[src/design/sfc_pkg.sv]
// sfc_pkg: constants, types and helpers of the serial flash command front end
package sfc_pkg;
  // ============================================================
  // timing
  localparam int CLK_NS = 25;
  localparam int TW_NS  = 2000000; // status write cycle, plain default
  // ============================================================
  // opcodes
  localparam logic [7:0] OP_WRITE_ENABLE_CMD  = 8'h06;
  localparam logic [7:0] OP_WRDI  = 8'h04;
  localparam logic [7:0] OP_RDSR1 = 8'h05;
  localparam logic [7:0] OP_RDSR2 = 8'h35;
  localparam logic [7:0] OP_RDSR3 = 8'h15;
  localparam logic [7:0] OP_WRSR1 = 8'h01;
  localparam logic [7:0] OP_WRSR2 = 8'h31;
  localparam logic [7:0] OP_WRSR3 = 8'h11;
  localparam logic [7:0] OP_RDEXT = 8'hC8;
  localparam logic [7:0] OP_WREXT = 8'hC5;
  localparam logic [7:0] OP_READ  = 8'h03;
  localparam logic [7:0] OP_READ4 = 8'h13;
  localparam logic [7:0] OP_FAST  = 8'h0B;
  localparam logic [7:0] OP_FAST4 = 8'h0C;
  localparam logic [7:0] OP_DOUT  = 8'h3B;
  localparam logic [7:0] OP_DOUT4 = 8'h3C;
  localparam logic [7:0] OP_QOUT  = 8'h6B;
  localparam logic [7:0] OP_QOUT4 = 8'h6C;
  localparam logic [7:0] OP_DIO   = 8'hBB;
  localparam logic [7:0] OP_DIO4  = 8'hBC;
  localparam logic [7:0] OP_RSTEN = 8'h66;
  localparam logic [7:0] OP_RST   = 8'h99;
  // ============================================================
  // status layout and reset values
  localparam logic [23:0] WR_MASK  = 24'hF37AFC;
  localparam logic [23:0] STAT_RST = 24'h000000;
  localparam int WIP_BIT = 0;
  localparam int WEL_BIT = 1;
  localparam int BP_LSB  = 2;
  localparam int TB_BIT  = 6;
  localparam int SRP_BIT = 7;
  localparam int CONT_LSB = 4;
  localparam logic [1:0] CONT_KEY = 2'h2;
  localparam logic [7:0] EXT_RST   = 8'h00;
  localparam logic [7:0] FILL_BYTE = 8'hFF;
  localparam logic [3:0] OE_OFF    = 4'hF;
  localparam logic [3:0] BYTE_BITS = 4'h8;
  localparam logic [2:0] ALEN3     = 3'h3;
  localparam logic [2:0] ALEN4     = 3'h4;
  localparam logic [1:0] NB_MAX    = 2'h3;
  // ============================================================
  // types
  typedef enum logic [2:0] {
    ST_OPC, ST_ADDR, ST_MODE, ST_DUMMY, ST_OUT, ST_WDATA, ST_SKIP
  } sfc_state_e;
  typedef struct packed {
    logic       wp_n;
    logic [3:0] io;
    logic       cs_n;
    logic       sclk;
  } sfc_pins_s;
  typedef struct packed {
    logic       status_protect;
    logic       protect_top_bottom;
    logic [3:0] block_protect;
    logic       write_enable_latch;
    logic       write_in_progress;
  } sfc_status_s;
  localparam sfc_pins_s PINS_RST = '{wp_n: 1'b1, io: 4'h0, cs_n: 1'b1, sclk: 1'b0};
  // ============================================================
  // opcode decoding
  function automatic logic sfc_is_read(input logic [7:0] op);
    case (op)
      OP_READ, OP_READ4, OP_FAST, OP_FAST4, OP_DOUT, OP_DOUT4,
      OP_QOUT, OP_QOUT4, OP_DIO, OP_DIO4: sfc_is_read = 1'b1;
      default: sfc_is_read = 1'b0;
    endcase
  endfunction
  function automatic logic sfc_is_4b(input logic [7:0] op);
    case (op)
      OP_READ4, OP_FAST4, OP_DOUT4, OP_QOUT4, OP_DIO4: sfc_is_4b = 1'b1;
      default: sfc_is_4b = 1'b0;
    endcase
  endfunction
  function automatic logic sfc_is_dio(input logic [7:0] op);
    sfc_is_dio = (op == OP_DIO) || (op == OP_DIO4);
  endfunction
  function automatic logic sfc_has_dummy(input logic [7:0] op);
    sfc_has_dummy = sfc_is_read(op) && !sfc_is_dio(op) && op != OP_READ && op != OP_READ4;
  endfunction
  // data lines per clock in the output phase
  function automatic logic [3:0] sfc_width(input logic [7:0] op);
    case (op)
      OP_DOUT, OP_DOUT4, OP_DIO, OP_DIO4: sfc_width = 4'h2;
      OP_QOUT, OP_QOUT4: sfc_width = 4'h4;
      default: sfc_width = 4'h1;
    endcase
  endfunction
endpackage

[src/design/sfc_flash_front.sv]
// sfc_flash_front: serial flash command front end, status, extended address and reads
// Functional notes
// - status read opcodes return status byte 0, 1 or 2 respectively.
// - status reads are served even while an internal cycle runs.
// - status byte repeats for as long as chip select stays low.
// - status writes need the write-enable latch set by an earlier command.
// - status bits 19, 18, 15, 10, 8, 1 and 0 are never written.
// - status write discarded unless chip select rises on a byte boundary.
// - chip select rise starts timed write; busy flag set, then latch cleared.
// - status write updates block protect, top/bottom and protect bits.
// - hardware protection (protect bit plus write-protect pin low) blocks status writes.
// - opcode 01h writes byte zero after 8 bits, bytes zero and one after 16.
// - extended register read shifts out on falling edges, MSB first.
// - in four-byte mode the upper address bit is ignored.
// - extended register write works whatever the write-enable latch holds.
// - extended register clears at power-up and on any reset.
// - plain read samples address on rising, drives data on falling edges.
// - reads start anywhere, auto-increment and stream until chip select rises.
// - reads during an internal cycle are rejected, the cycle is untouched.
// - fast read waits one dummy byte before data.
// - dual output read returns two bits per clock.
// - quad output read returns four bits per clock.
// - dual I/O read takes address and mode two bits per clock.
// - mode bits 5..4 = 10 skip the next opcode; reset clears this.
// - dual output: odd bits on line one, even on line zero, top first.
// - quad output: bits 7..4 then 3..0 on lines three to zero.
// - dual input: odd address and mode bits on line one, even on zero.
// - a bare write-enable opcode frame sets the write-enable latch.
`timescale 1ns/1ps
`default_nettype none
module sfc_flash_front
  import sfc_pkg::*;
#(
  parameter int TW_CYCLES = (sfc_pkg::TW_NS + sfc_pkg::CLK_NS - 1) / sfc_pkg::CLK_NS,
  parameter int BUF_DEPTH = 2,
  parameter int BUF_W     = 8
) (
  input  wire logic               clock,                // system clock
  input  wire logic               rst,                  // async reset
  input  wire sfc_pkg::sfc_pins_s pins,                 // raw link pins
  output logic [3:0]              io_out,               // data line values
  output logic [3:0]              io_oe_n,              // low while driving
  input  wire logic               addr_four_byte_state, // four-byte address mode
  input  wire logic               array_busy,           // program or erase running
  output logic                    mem_req_valid,        // fetch request
  input  wire logic               mem_req_ready,        // fetch accepted
  output logic [31:0]             mem_req_addr,         // fetch address
  input  wire logic               mem_rsp_valid,        // fetched byte valid
  output logic                    mem_rsp_ready,        // buffer can take a byte
  input  wire logic [BUF_W-1:0]   mem_rsp_data,         // fetched byte
  output sfc_pkg::sfc_status_s    status,               // protection and flags
  output logic                    upper_address_bit,    // extended address bit
  output logic                    continuous_mode       // opcode-less dual reads
);
  import sfc_pkg::*;
  localparam int AW = (BUF_DEPTH > 1) ? $clog2(BUF_DEPTH) : 1;
  localparam int CW = $clog2(BUF_DEPTH + 1);
  localparam int TCW = $clog2(TW_CYCLES + 1);

  // ============================================================
  // pin synchronisers
  sfc_pins_s sync1, sync2, sync3, filt, filt_q;
  always_ff @(posedge clock or posedge rst) begin
    if (rst) begin
      sync1  <= PINS_RST;
      sync2  <= PINS_RST;
      sync3  <= PINS_RST;
      filt   <= PINS_RST;
      filt_q <= PINS_RST;
    end else begin
      sync1  <= pins;
      sync2  <= sync1;
      sync3  <= sync2;
      // a bit moves only once the second and third stage agree
      filt   <= (sync2 & sync3) | (filt & (sync2 ^ sync3));
      filt_q <= filt;
    end
  end
  logic sclk_rise, sclk_fall, cs_rise, cs_fall, sel;
  assign sclk_rise = filt.sclk && !filt_q.sclk;
  assign sclk_fall = !filt.sclk && filt_q.sclk;
  assign cs_rise   = filt.cs_n && !filt_q.cs_n;
  assign cs_fall   = !filt.cs_n && filt_q.cs_n;
  assign sel       = !filt.cs_n;

  // ============================================================
  // shared state
  sfc_state_e        state;
  logic [7:0]        cmd, in_sh, wbuf_lo, wbuf_hi, ext;
  logic [3:0]        in_cnt;
  logic [1:0]        nbytes;
  logic [2:0]        addr_cnt;
  logic              addr4, cont, rd_go, rst_armed, wip_cyc;
  logic [31:0]       addr, rd_base;
  logic [23:0]       stat;
  logic [TCW-1:0]    tw_cnt;
  logic              busy, hw_prot, dual_in, rx, in_full;
  logic [3:0]        step, in_sum;
  logic [7:0]        next_in;
  logic [31:0]       base_next;

  assign busy    = wip_cyc || array_busy;
  assign hw_prot = stat[SRP_BIT] && !filt.wp_n;
  assign dual_in = sfc_is_dio(cmd) && (state == ST_ADDR || state == ST_MODE);
  assign rx      = sclk_rise && sel;
  assign step    = dual_in ? 4'h2 : 4'h1;
  assign in_sum  = in_cnt + step;
  assign in_full = (in_sum == BYTE_BITS);
  assign next_in = dual_in ? {in_sh[5:0], filt.io[1], filt.io[0]}
                           : {in_sh[6:0], filt.io[0]};
  assign base_next = addr4 ? {addr[23:0], next_in}
                           : {7'h00, ext[0], addr[15:0], next_in};

  // ============================================================
  // frame end decoding
  logic exact0, wr_frame, is_status_write_cmd, wr_ok, sw_reset, cyc_end;
  logic [23:0] wr_val, stat_view, stat_fixed;
  assign exact0   = cs_rise && state == ST_SKIP && nbytes == '0 && in_cnt == '0;
  assign wr_frame = cs_rise && state == ST_WDATA && in_cnt == '0;
  assign is_status_write_cmd  = cmd == OP_WRSR1 || cmd == OP_WRSR2 || cmd == OP_WRSR3;
  assign wr_ok    = wr_frame && is_status_write_cmd && stat[WEL_BIT] && !hw_prot && !busy
                    && (nbytes == 2'h1 || (nbytes == 2'h2 && cmd == OP_WRSR1));
  assign sw_reset = exact0 && cmd == OP_RST && rst_armed && !busy;
  assign cyc_end  = wip_cyc && tw_cnt == '0;
  assign stat_view = {stat[23:1], busy};
  assign stat_fixed = stat & ~WR_MASK;

  always_comb begin
    case (cmd)
      OP_WRSR1: wr_val = (nbytes == 2'h2) ? {stat[23:16], wbuf_lo, wbuf_hi}
                                          : {stat[23:8], wbuf_lo};
      OP_WRSR2: wr_val = {stat[23:16], wbuf_lo, stat[7:0]};
      OP_WRSR3: wr_val = {wbuf_lo, stat[15:0]};
      default:  wr_val = stat;
    endcase
  end

  // ============================================================
  // command sequencer
  always_ff @(posedge clock or posedge rst) begin
    if (rst) begin
      state    <= ST_OPC;
      cmd      <= 8'h00;
      in_sh    <= 8'h00;
      in_cnt   <= 4'h0;
      nbytes   <= 2'h0;
      addr_cnt <= 3'h0;
      addr4    <= 1'b0;
      addr     <= 32'h0;
      rd_base  <= 32'h0;
      rd_go    <= 1'b0;
      cont     <= 1'b0;
      wbuf_lo  <= 8'h00;
      wbuf_hi  <= 8'h00;
    end else begin
      rd_go <= 1'b0;
      if (cs_rise) begin
        state <= ST_OPC;
        if (sw_reset)
          cont <= 1'b0;
      end else if (cs_fall) begin
        in_cnt <= 4'h0;
        nbytes <= 2'h0;
        if (cont) begin
          state    <= ST_ADDR;
          addr_cnt <= addr4 ? ALEN4 : ALEN3;
        end else begin
          state <= ST_OPC;
        end
      end else if (rx) begin
        in_sh  <= next_in;
        in_cnt <= in_full ? 4'h0 : in_sum;
        if (in_full && state != ST_OPC && nbytes != NB_MAX)
          nbytes <= nbytes + 2'h1;
        if (in_full) begin
          case (state)
            ST_OPC: begin
              cmd   <= next_in;
              addr4 <= addr_four_byte_state || sfc_is_4b(next_in);
              addr_cnt <= (addr_four_byte_state || sfc_is_4b(next_in)) ? ALEN4 : ALEN3;
              if (sfc_is_read(next_in))
                state <= busy ? ST_SKIP : ST_ADDR;
              else if (next_in == OP_RDSR1 || next_in == OP_RDSR2 || next_in == OP_RDSR3
                       || next_in == OP_RDEXT)
                state <= ST_OUT;
              else if (next_in == OP_WRSR1 || next_in == OP_WRSR2 || next_in == OP_WRSR3
                       || next_in == OP_WREXT)
                state <= ST_WDATA;
              else
                state <= ST_SKIP;
            end
            ST_ADDR: begin
              addr     <= {addr[23:0], next_in};
              addr_cnt <= addr_cnt - 3'h1;
              if (addr_cnt == 3'h1) begin
                rd_go   <= 1'b1;
                rd_base <= base_next;
                if (sfc_has_dummy(cmd))
                  state <= ST_DUMMY;
                else if (sfc_is_dio(cmd))
                  state <= ST_MODE;
                else
                  state <= ST_OUT;
              end
            end
            ST_MODE: begin
              state <= ST_OUT;
              cont  <= next_in[CONT_LSB +: 2] == CONT_KEY;
            end
            ST_DUMMY: state <= ST_OUT;
            ST_WDATA: begin
              wbuf_lo <= next_in;
              wbuf_hi <= wbuf_lo;
            end
            default: state <= state;
          endcase
        end
      end
    end
  end

  // ============================================================
  // status register and timed write cycle
  always_ff @(posedge clock or posedge rst) begin
    if (rst) begin
      stat    <= STAT_RST;
      wip_cyc <= 1'b0;
      tw_cnt  <= '0;
    end else begin
      if (wr_ok) begin
        stat    <= (stat & ~WR_MASK) | (wr_val & WR_MASK);
        wip_cyc <= 1'b1;
        tw_cnt  <= TCW'(TW_CYCLES - 1);
      end else if (cyc_end) begin
        wip_cyc       <= 1'b0;
        stat[WEL_BIT] <= 1'b0;
      end else if (wip_cyc) begin
        tw_cnt <= tw_cnt - 1'b1;
      end
      if (sw_reset || (exact0 && cmd == OP_WRDI && !busy))
        stat[WEL_BIT] <= 1'b0;
      if (exact0 && cmd == OP_WRITE_ENABLE_CMD)
        stat[WEL_BIT] <= 1'b1;
    end
  end

  // ============================================================
  // extended address register and reset arming
  always_ff @(posedge clock or posedge rst) begin
    if (rst) begin
      ext       <= EXT_RST;
      rst_armed <= 1'b0;
    end else begin
      if (sw_reset)
        ext <= EXT_RST;
      else if (wr_frame && cmd == OP_WREXT && nbytes == 2'h1)
        ext <= wbuf_lo;
      if (cs_rise)
        rst_armed <= exact0 && cmd == OP_RSTEN;
    end
  end

  // ============================================================
  // fetch side and two-entry buffer
  logic [BUF_W-1:0] buf_mem [BUF_DEPTH];
  logic [AW-1:0]    wr_ptr, rd_ptr;
  logic [CW-1:0]    buf_cnt;
  logic             fetch_en, pend, drop, buf_full, buf_empty;
  logic             push, pop, req_hs, rsp_hs;
  assign buf_full      = buf_cnt == CW'(BUF_DEPTH);
  assign buf_empty     = buf_cnt == '0;
  assign mem_req_valid = fetch_en && !pend && !buf_full && !cs_rise;
  assign mem_rsp_ready = drop || !buf_full;
  assign req_hs        = mem_req_valid && mem_req_ready;
  assign rsp_hs        = mem_rsp_valid && mem_rsp_ready;
  assign push          = rsp_hs && !drop && !cs_rise;

  function automatic logic [AW-1:0] ptr_inc(input logic [AW-1:0] p);
    ptr_inc = (p == AW'(BUF_DEPTH - 1)) ? '0 : p + 1'b1;
  endfunction

  always_ff @(posedge clock or posedge rst) begin
    if (rst) begin
      fetch_en     <= 1'b0;
      mem_req_addr <= 32'h0;
      pend         <= 1'b0;
      drop         <= 1'b0;
    end else begin
      if (cs_rise)
        fetch_en <= 1'b0;
      else if (rd_go)
        fetch_en <= 1'b1;
      if (rd_go)
        mem_req_addr <= rd_base;
      else if (req_hs)
        mem_req_addr <= mem_req_addr + 32'h1;
      if (req_hs)
        pend <= 1'b1;
      else if (rsp_hs)
        pend <= 1'b0;
      if (cs_rise && pend && !rsp_hs)
        drop <= 1'b1;
      else if (rsp_hs)
        drop <= 1'b0;
    end
  end

  always_ff @(posedge clock or posedge rst) begin
    if (rst) begin
      wr_ptr  <= '0;
      rd_ptr  <= '0;
      buf_cnt <= '0;
    end else if (cs_rise) begin
      wr_ptr  <= '0;
      rd_ptr  <= '0;
      buf_cnt <= '0;
    end else begin
      if (push)
        wr_ptr <= ptr_inc(wr_ptr);
      if (pop)
        rd_ptr <= ptr_inc(rd_ptr);
      if (push && !pop)
        buf_cnt <= buf_cnt + 1'b1;
      else if (pop && !push)
        buf_cnt <= buf_cnt - 1'b1;
    end
  end

  always_ff @(posedge clock) begin
    if (push)
      buf_mem[wr_ptr] <= mem_rsp_data;
  end

  // ============================================================
  // output shifter, falling edges
  logic       tx;
  logic [3:0] w, out_cnt, lanes;
  logic [7:0] out_sh, src, next_sh;
  assign tx = sclk_fall && sel && state == ST_OUT;
  assign w  = sfc_width(cmd);
  assign pop = tx && out_cnt == '0 && sfc_is_read(cmd) && !buf_empty;

  always_comb begin
    case (cmd)
      OP_RDSR1: src = stat_view[7:0];
      OP_RDSR2: src = stat_view[15:8];
      OP_RDSR3: src = stat_view[23:16];
      OP_RDEXT: src = ext;
      default:  src = buf_empty ? FILL_BYTE : buf_mem[rd_ptr];
    endcase
    next_sh = (out_cnt == '0) ? src : 8'(out_sh << w);
    case (w)
      4'h2:    lanes = 4'h3;
      4'h4:    lanes = 4'hF;
      default: lanes = 4'h2;
    endcase
  end

  always_ff @(posedge clock or posedge rst) begin
    if (rst) begin
      out_sh  <= 8'h00;
      out_cnt <= 4'h0;
      io_out  <= 4'h0;
      io_oe_n <= OE_OFF;
    end else begin
      if (cs_fall) begin
        out_cnt <= 4'h0;
      end else if (tx) begin
        out_sh  <= next_sh;
        out_cnt <= (out_cnt == '0) ? BYTE_BITS - w : out_cnt - w;
        case (w)
          4'h2:    io_out <= {2'h0, next_sh[7:6]};
          4'h4:    io_out <= next_sh[7:4];
          default: io_out <= {2'h0, next_sh[7], 1'b0};
        endcase
      end
      io_oe_n <= (state == ST_OUT && sel && !cs_rise) ? ~lanes : OE_OFF;
    end
  end

  assign status = '{status_protect: stat[SRP_BIT], protect_top_bottom: stat[TB_BIT],
                    block_protect: stat[BP_LSB +: 4], write_enable_latch: stat[WEL_BIT],
                    write_in_progress: busy};
  assign upper_address_bit = ext[0];
  assign continuous_mode   = cont;
endmodule
`default_nettype wire

[config.mk]
export PLATFORM = sky130hd
export DESIGN_NAME = sfc_flash_front
export DESIGN_NICKNAME = d
export VERILOG_FILES = /design/src/design/sfc_pkg.sv /design/src/design/sfc_flash_front.sv
export SDC_FILE = /design/constraint.sdc
export NUM_CORES = 1
export LEC_CHECK = 0
export BUFFER_PORTS_ARGS = -buffer_cell sky130_fd_sc_hd__buf_4
export CAP_MARGIN = 20
export CORE_UTILIZATION = 30
export CTS_CLUSTER_SIZE = 10
export DETAILED_ROUTE_END_ITERATION = 10
export PLACE_DENSITY = 0.49
export RECOVER_POWER = 50
export SYNTH_ARGS = -nofsm -noshare
export SYNTH_HDL_FRONTEND = slang
export SYNTH_SLANG_ARGS = --single-unit
[constraint.sdc]
create_clock -name clock -period 7.6 [get_ports clock]
set_input_delay 0.76 -clock clock [delete_from_list [all_inputs] [get_ports clock]]
set_output_delay 0.76 -clock clock [all_outputs]
set_load 0.03 [all_outputs]
==> metrics <==
top_reg_cell synth=dfrtp_1; DRT iter0 DRCs=495; Final HPWL DP=20.02 mm; mapped cell area=11870 µm²; Place WS=2.773 ns; Netlist cell types=74; H-tree depth=1; Reg2Reg Setup Slack=2.73 ns; setup violators final=0; max_cap viols=1; non-filler cells, final=1760; clk_lat worst skew=0.57 ns; Critical Path End Type=flop; Critical Path RT=8.03 ns; initial antenna violation count=0; # placed instances=1703; final worst slack=2.731 ns; Worst path slowest cell=and4_1; GRT Resource Usage Total=14.72%; vias in the first global route=8654; Leakage=5.730 nW; unrepaired setup endpoints after global routing=no; Final Max Slew Viols=88; Yosys reg bits=241; Max FO, Critical Path=21; syn_nets=1223; CTS tree=done; Bufs and invs on worst path=1; Synth Instances=1177; CTS Sinks=241; Vias=8726; CORE AREA=38830 µm²; post-DR vias/cell=4.958; share of layout cells above drive strength 1=16.18%; Reg-to-Reg Start=cmd[5]; Power, Total=0.003537 W; Root Driver=clkbuf_16; failing checks=max-capacitance violations, max-slew violations; Synth area leader=dfrtp_1; most common cell after layout, fill and taps aside=dfrtp_1; worst hold path type=primary input to flop; die area=40360 µm²; final hold slack=0.3193 ns; # Post-CTS Setup Buffers=0; final wirelength=29.35 mm; Area Growth Syn to Fin=15.54%; cells resized by post-CTS repair=0; Critical Path Max Stage Delay=0.85 ns; Levels on crit path=10; Port Buffers=70; most frequent cells in the layout=dfrtp_1 (213), nand2_1 (151), nor2_1 (99); largest net degree at the start of global routing=88; Hold Startpoint=pins[6]; Routed Antenna Nets=0; worst-margin pin slew=4.068 ns; ranking of synthesized cells by area=dfrtp_1 (45%), mux2_2 (5.3%), nand2_1 (4.8%); Startpoint Class=flop; EDFF count, synth=16; critical path arrival=5.30 ns; Die H=200.9 µm; DRC=0; Final Hold Vio Count=0; post-synthesis sequential area ratio=51.61%; final setup TNS=0 ns; Warnings, synthesis=0; Initial Utilization=30.57%; worst r2r path cells=10; mean area per synthesized cell=10.08 µm²; max frequency=0.2054 GHz; reg2reg end=wbuf_hi[3]; Period Utilization, post-route=64.07%; wire length per cell=16.68 µm; worst vdd ir=0.1642 mV; Hold Path Sink=sync1[6]; PwrDens=257.9 nW/µm²; Synth top area share=44.91%; hold_buf cts=0; status=complete, but fails checks; Slew headroom=-172.7%; Max clock buf depth=3; Final nets=1266; CTS Buf Count=31; asr flop ratio synth=93.36%; Die X=200.9 µm; clock period minus worst slack=4.869 ns; skew final=0.03094 ns; # IOs=73; clk slew on worst S/H paths=0.05 ns; FILL cells=3930; Antenna Cells=0; hold depth=1; critical path type=flop to flop; CP Cell Sequence=and4b_1 > o2111a_1 > inv_1 > ha_1 > fa_1 > xor2_1 > nor3_1 > nor2b_1 > and4_1 > mux2_2; cell family with most CP delay=simple AND/OR/NAND/NOR gates; GRT overflow=0; first-pass GRT wire length=48.31 mm; std cell rows=72; drt pass-1 iters=5; GP Congestion=0.8192
==> power by group <==
group	total (W)	switching [W]	internal [W]
Clock	0.00133	0.000553	0.000777
Combinational	0.000676	0.000411	0.000265
Sequential	0.00153	0.000128	0.00140
Total	0.00354	0.00109	0.00244
==> worst max path at each step <==
stage / start / endpoint / slack, ns
final: cmd[5] / wbuf_hi[3] / 2.73
after global routing: cmd[2] / rd_base[14] / 2.23
after CTS: cmd[5] / rd_base[14] / 2.77
after detailed placement: cmd[5] / rd_base[18] / 2.77
after global placement: cmd[5] / rd_base[22] / 2.83
after floorplan: rst / addr4 / 0.70
==> per-stage QoR <==
step	area (µm²)	utilization, %
after floorplan	11870	-
after global placement	12790	32.94
after detailed placement	12790	32.94
after CTS	13710	35.31
after global routing	13710	35.32
final	13710	35.32
==> cells by family (layout without fill, tap and decap cells) <==
logic type	after synthesis	after routing	share of synthesized area, %
muxes	73	73	6.789
adders and majority gates	25	25	2.762
and+or+nand+nor	436	436	18.26
DFF	241	241	51.61
buffers and inverters	109	174	4.048
xor gates and xnor gates	52	52	3.837
AOI/OAI and AO/OA	241	241	12.69
==> synth_stat cells (5+ instances only) <==
master,number
dfrtp_1,213
nand2_1,151
nor2_1,99
o21ai_0,83
a21oi_1,61
mux2_2,56
clkbuf_1,44
inv_1,36
nand3_1,30
xnor2_1,26
xor2_1,26
ha_1,23
nor3_1,20
nor2b_1,17
edfxtp_1,16
mux2i_1,16
nor4_1,15
a21o_1,14
nand4_1,14
and3_1,13
nand2b_1,13
buf_2,12
dfstp_2,12
buf_4,11
a211oi_1,9
or3_1,9
o211ai_1,7
or2_2,7
or4_1,7
a31oi_1,6
and2_1,6
nor4bb_1,6
a22o_1,5
a22oi_1,5
and4_1,5
o21ai_1,5
==> layout make-up <==
type | instances | area, µm² | share of cell area, %
Sequential cell | 241 | 6126 | 44.67
Clock buffer | 49 | 863.3 | 6.296
Inverter | 38 | 143.9 | 1.049
Multi-Input combinational cell | 827 | 5274 | 38.46
Timing Repair Buffer | 81 | 603.1 | 4.398
Clock inverter | 6 | 55.05 | 0.4015
Tap cell | 518 | 648.1 | 4.726
==> registers in the layout, summed over array words and instances (netlist names), 6 cells and up <==
register      count
cmd               8
ext               8
mem_req_addr     32
wbuf_lo           8
in_sh             7
rd_base          32
tw_cnt           17
buf_mem          16
wbuf_hi           6
stat             18
addr             24
out_sh            8
==> per-layer routing <==
metal  part of all wire [%]  vias to the layer above  global-route usage, %
met2                     46                      158                  23.06
met3                    3.9                       37                  1.867
met5                      0                        -                      0
li1                       -                     4239                      -
met1                     48                     4292                  21.43
met4                    2.0                        0                  3.626
Note: power is estimated with default switching activity, not from simulation.
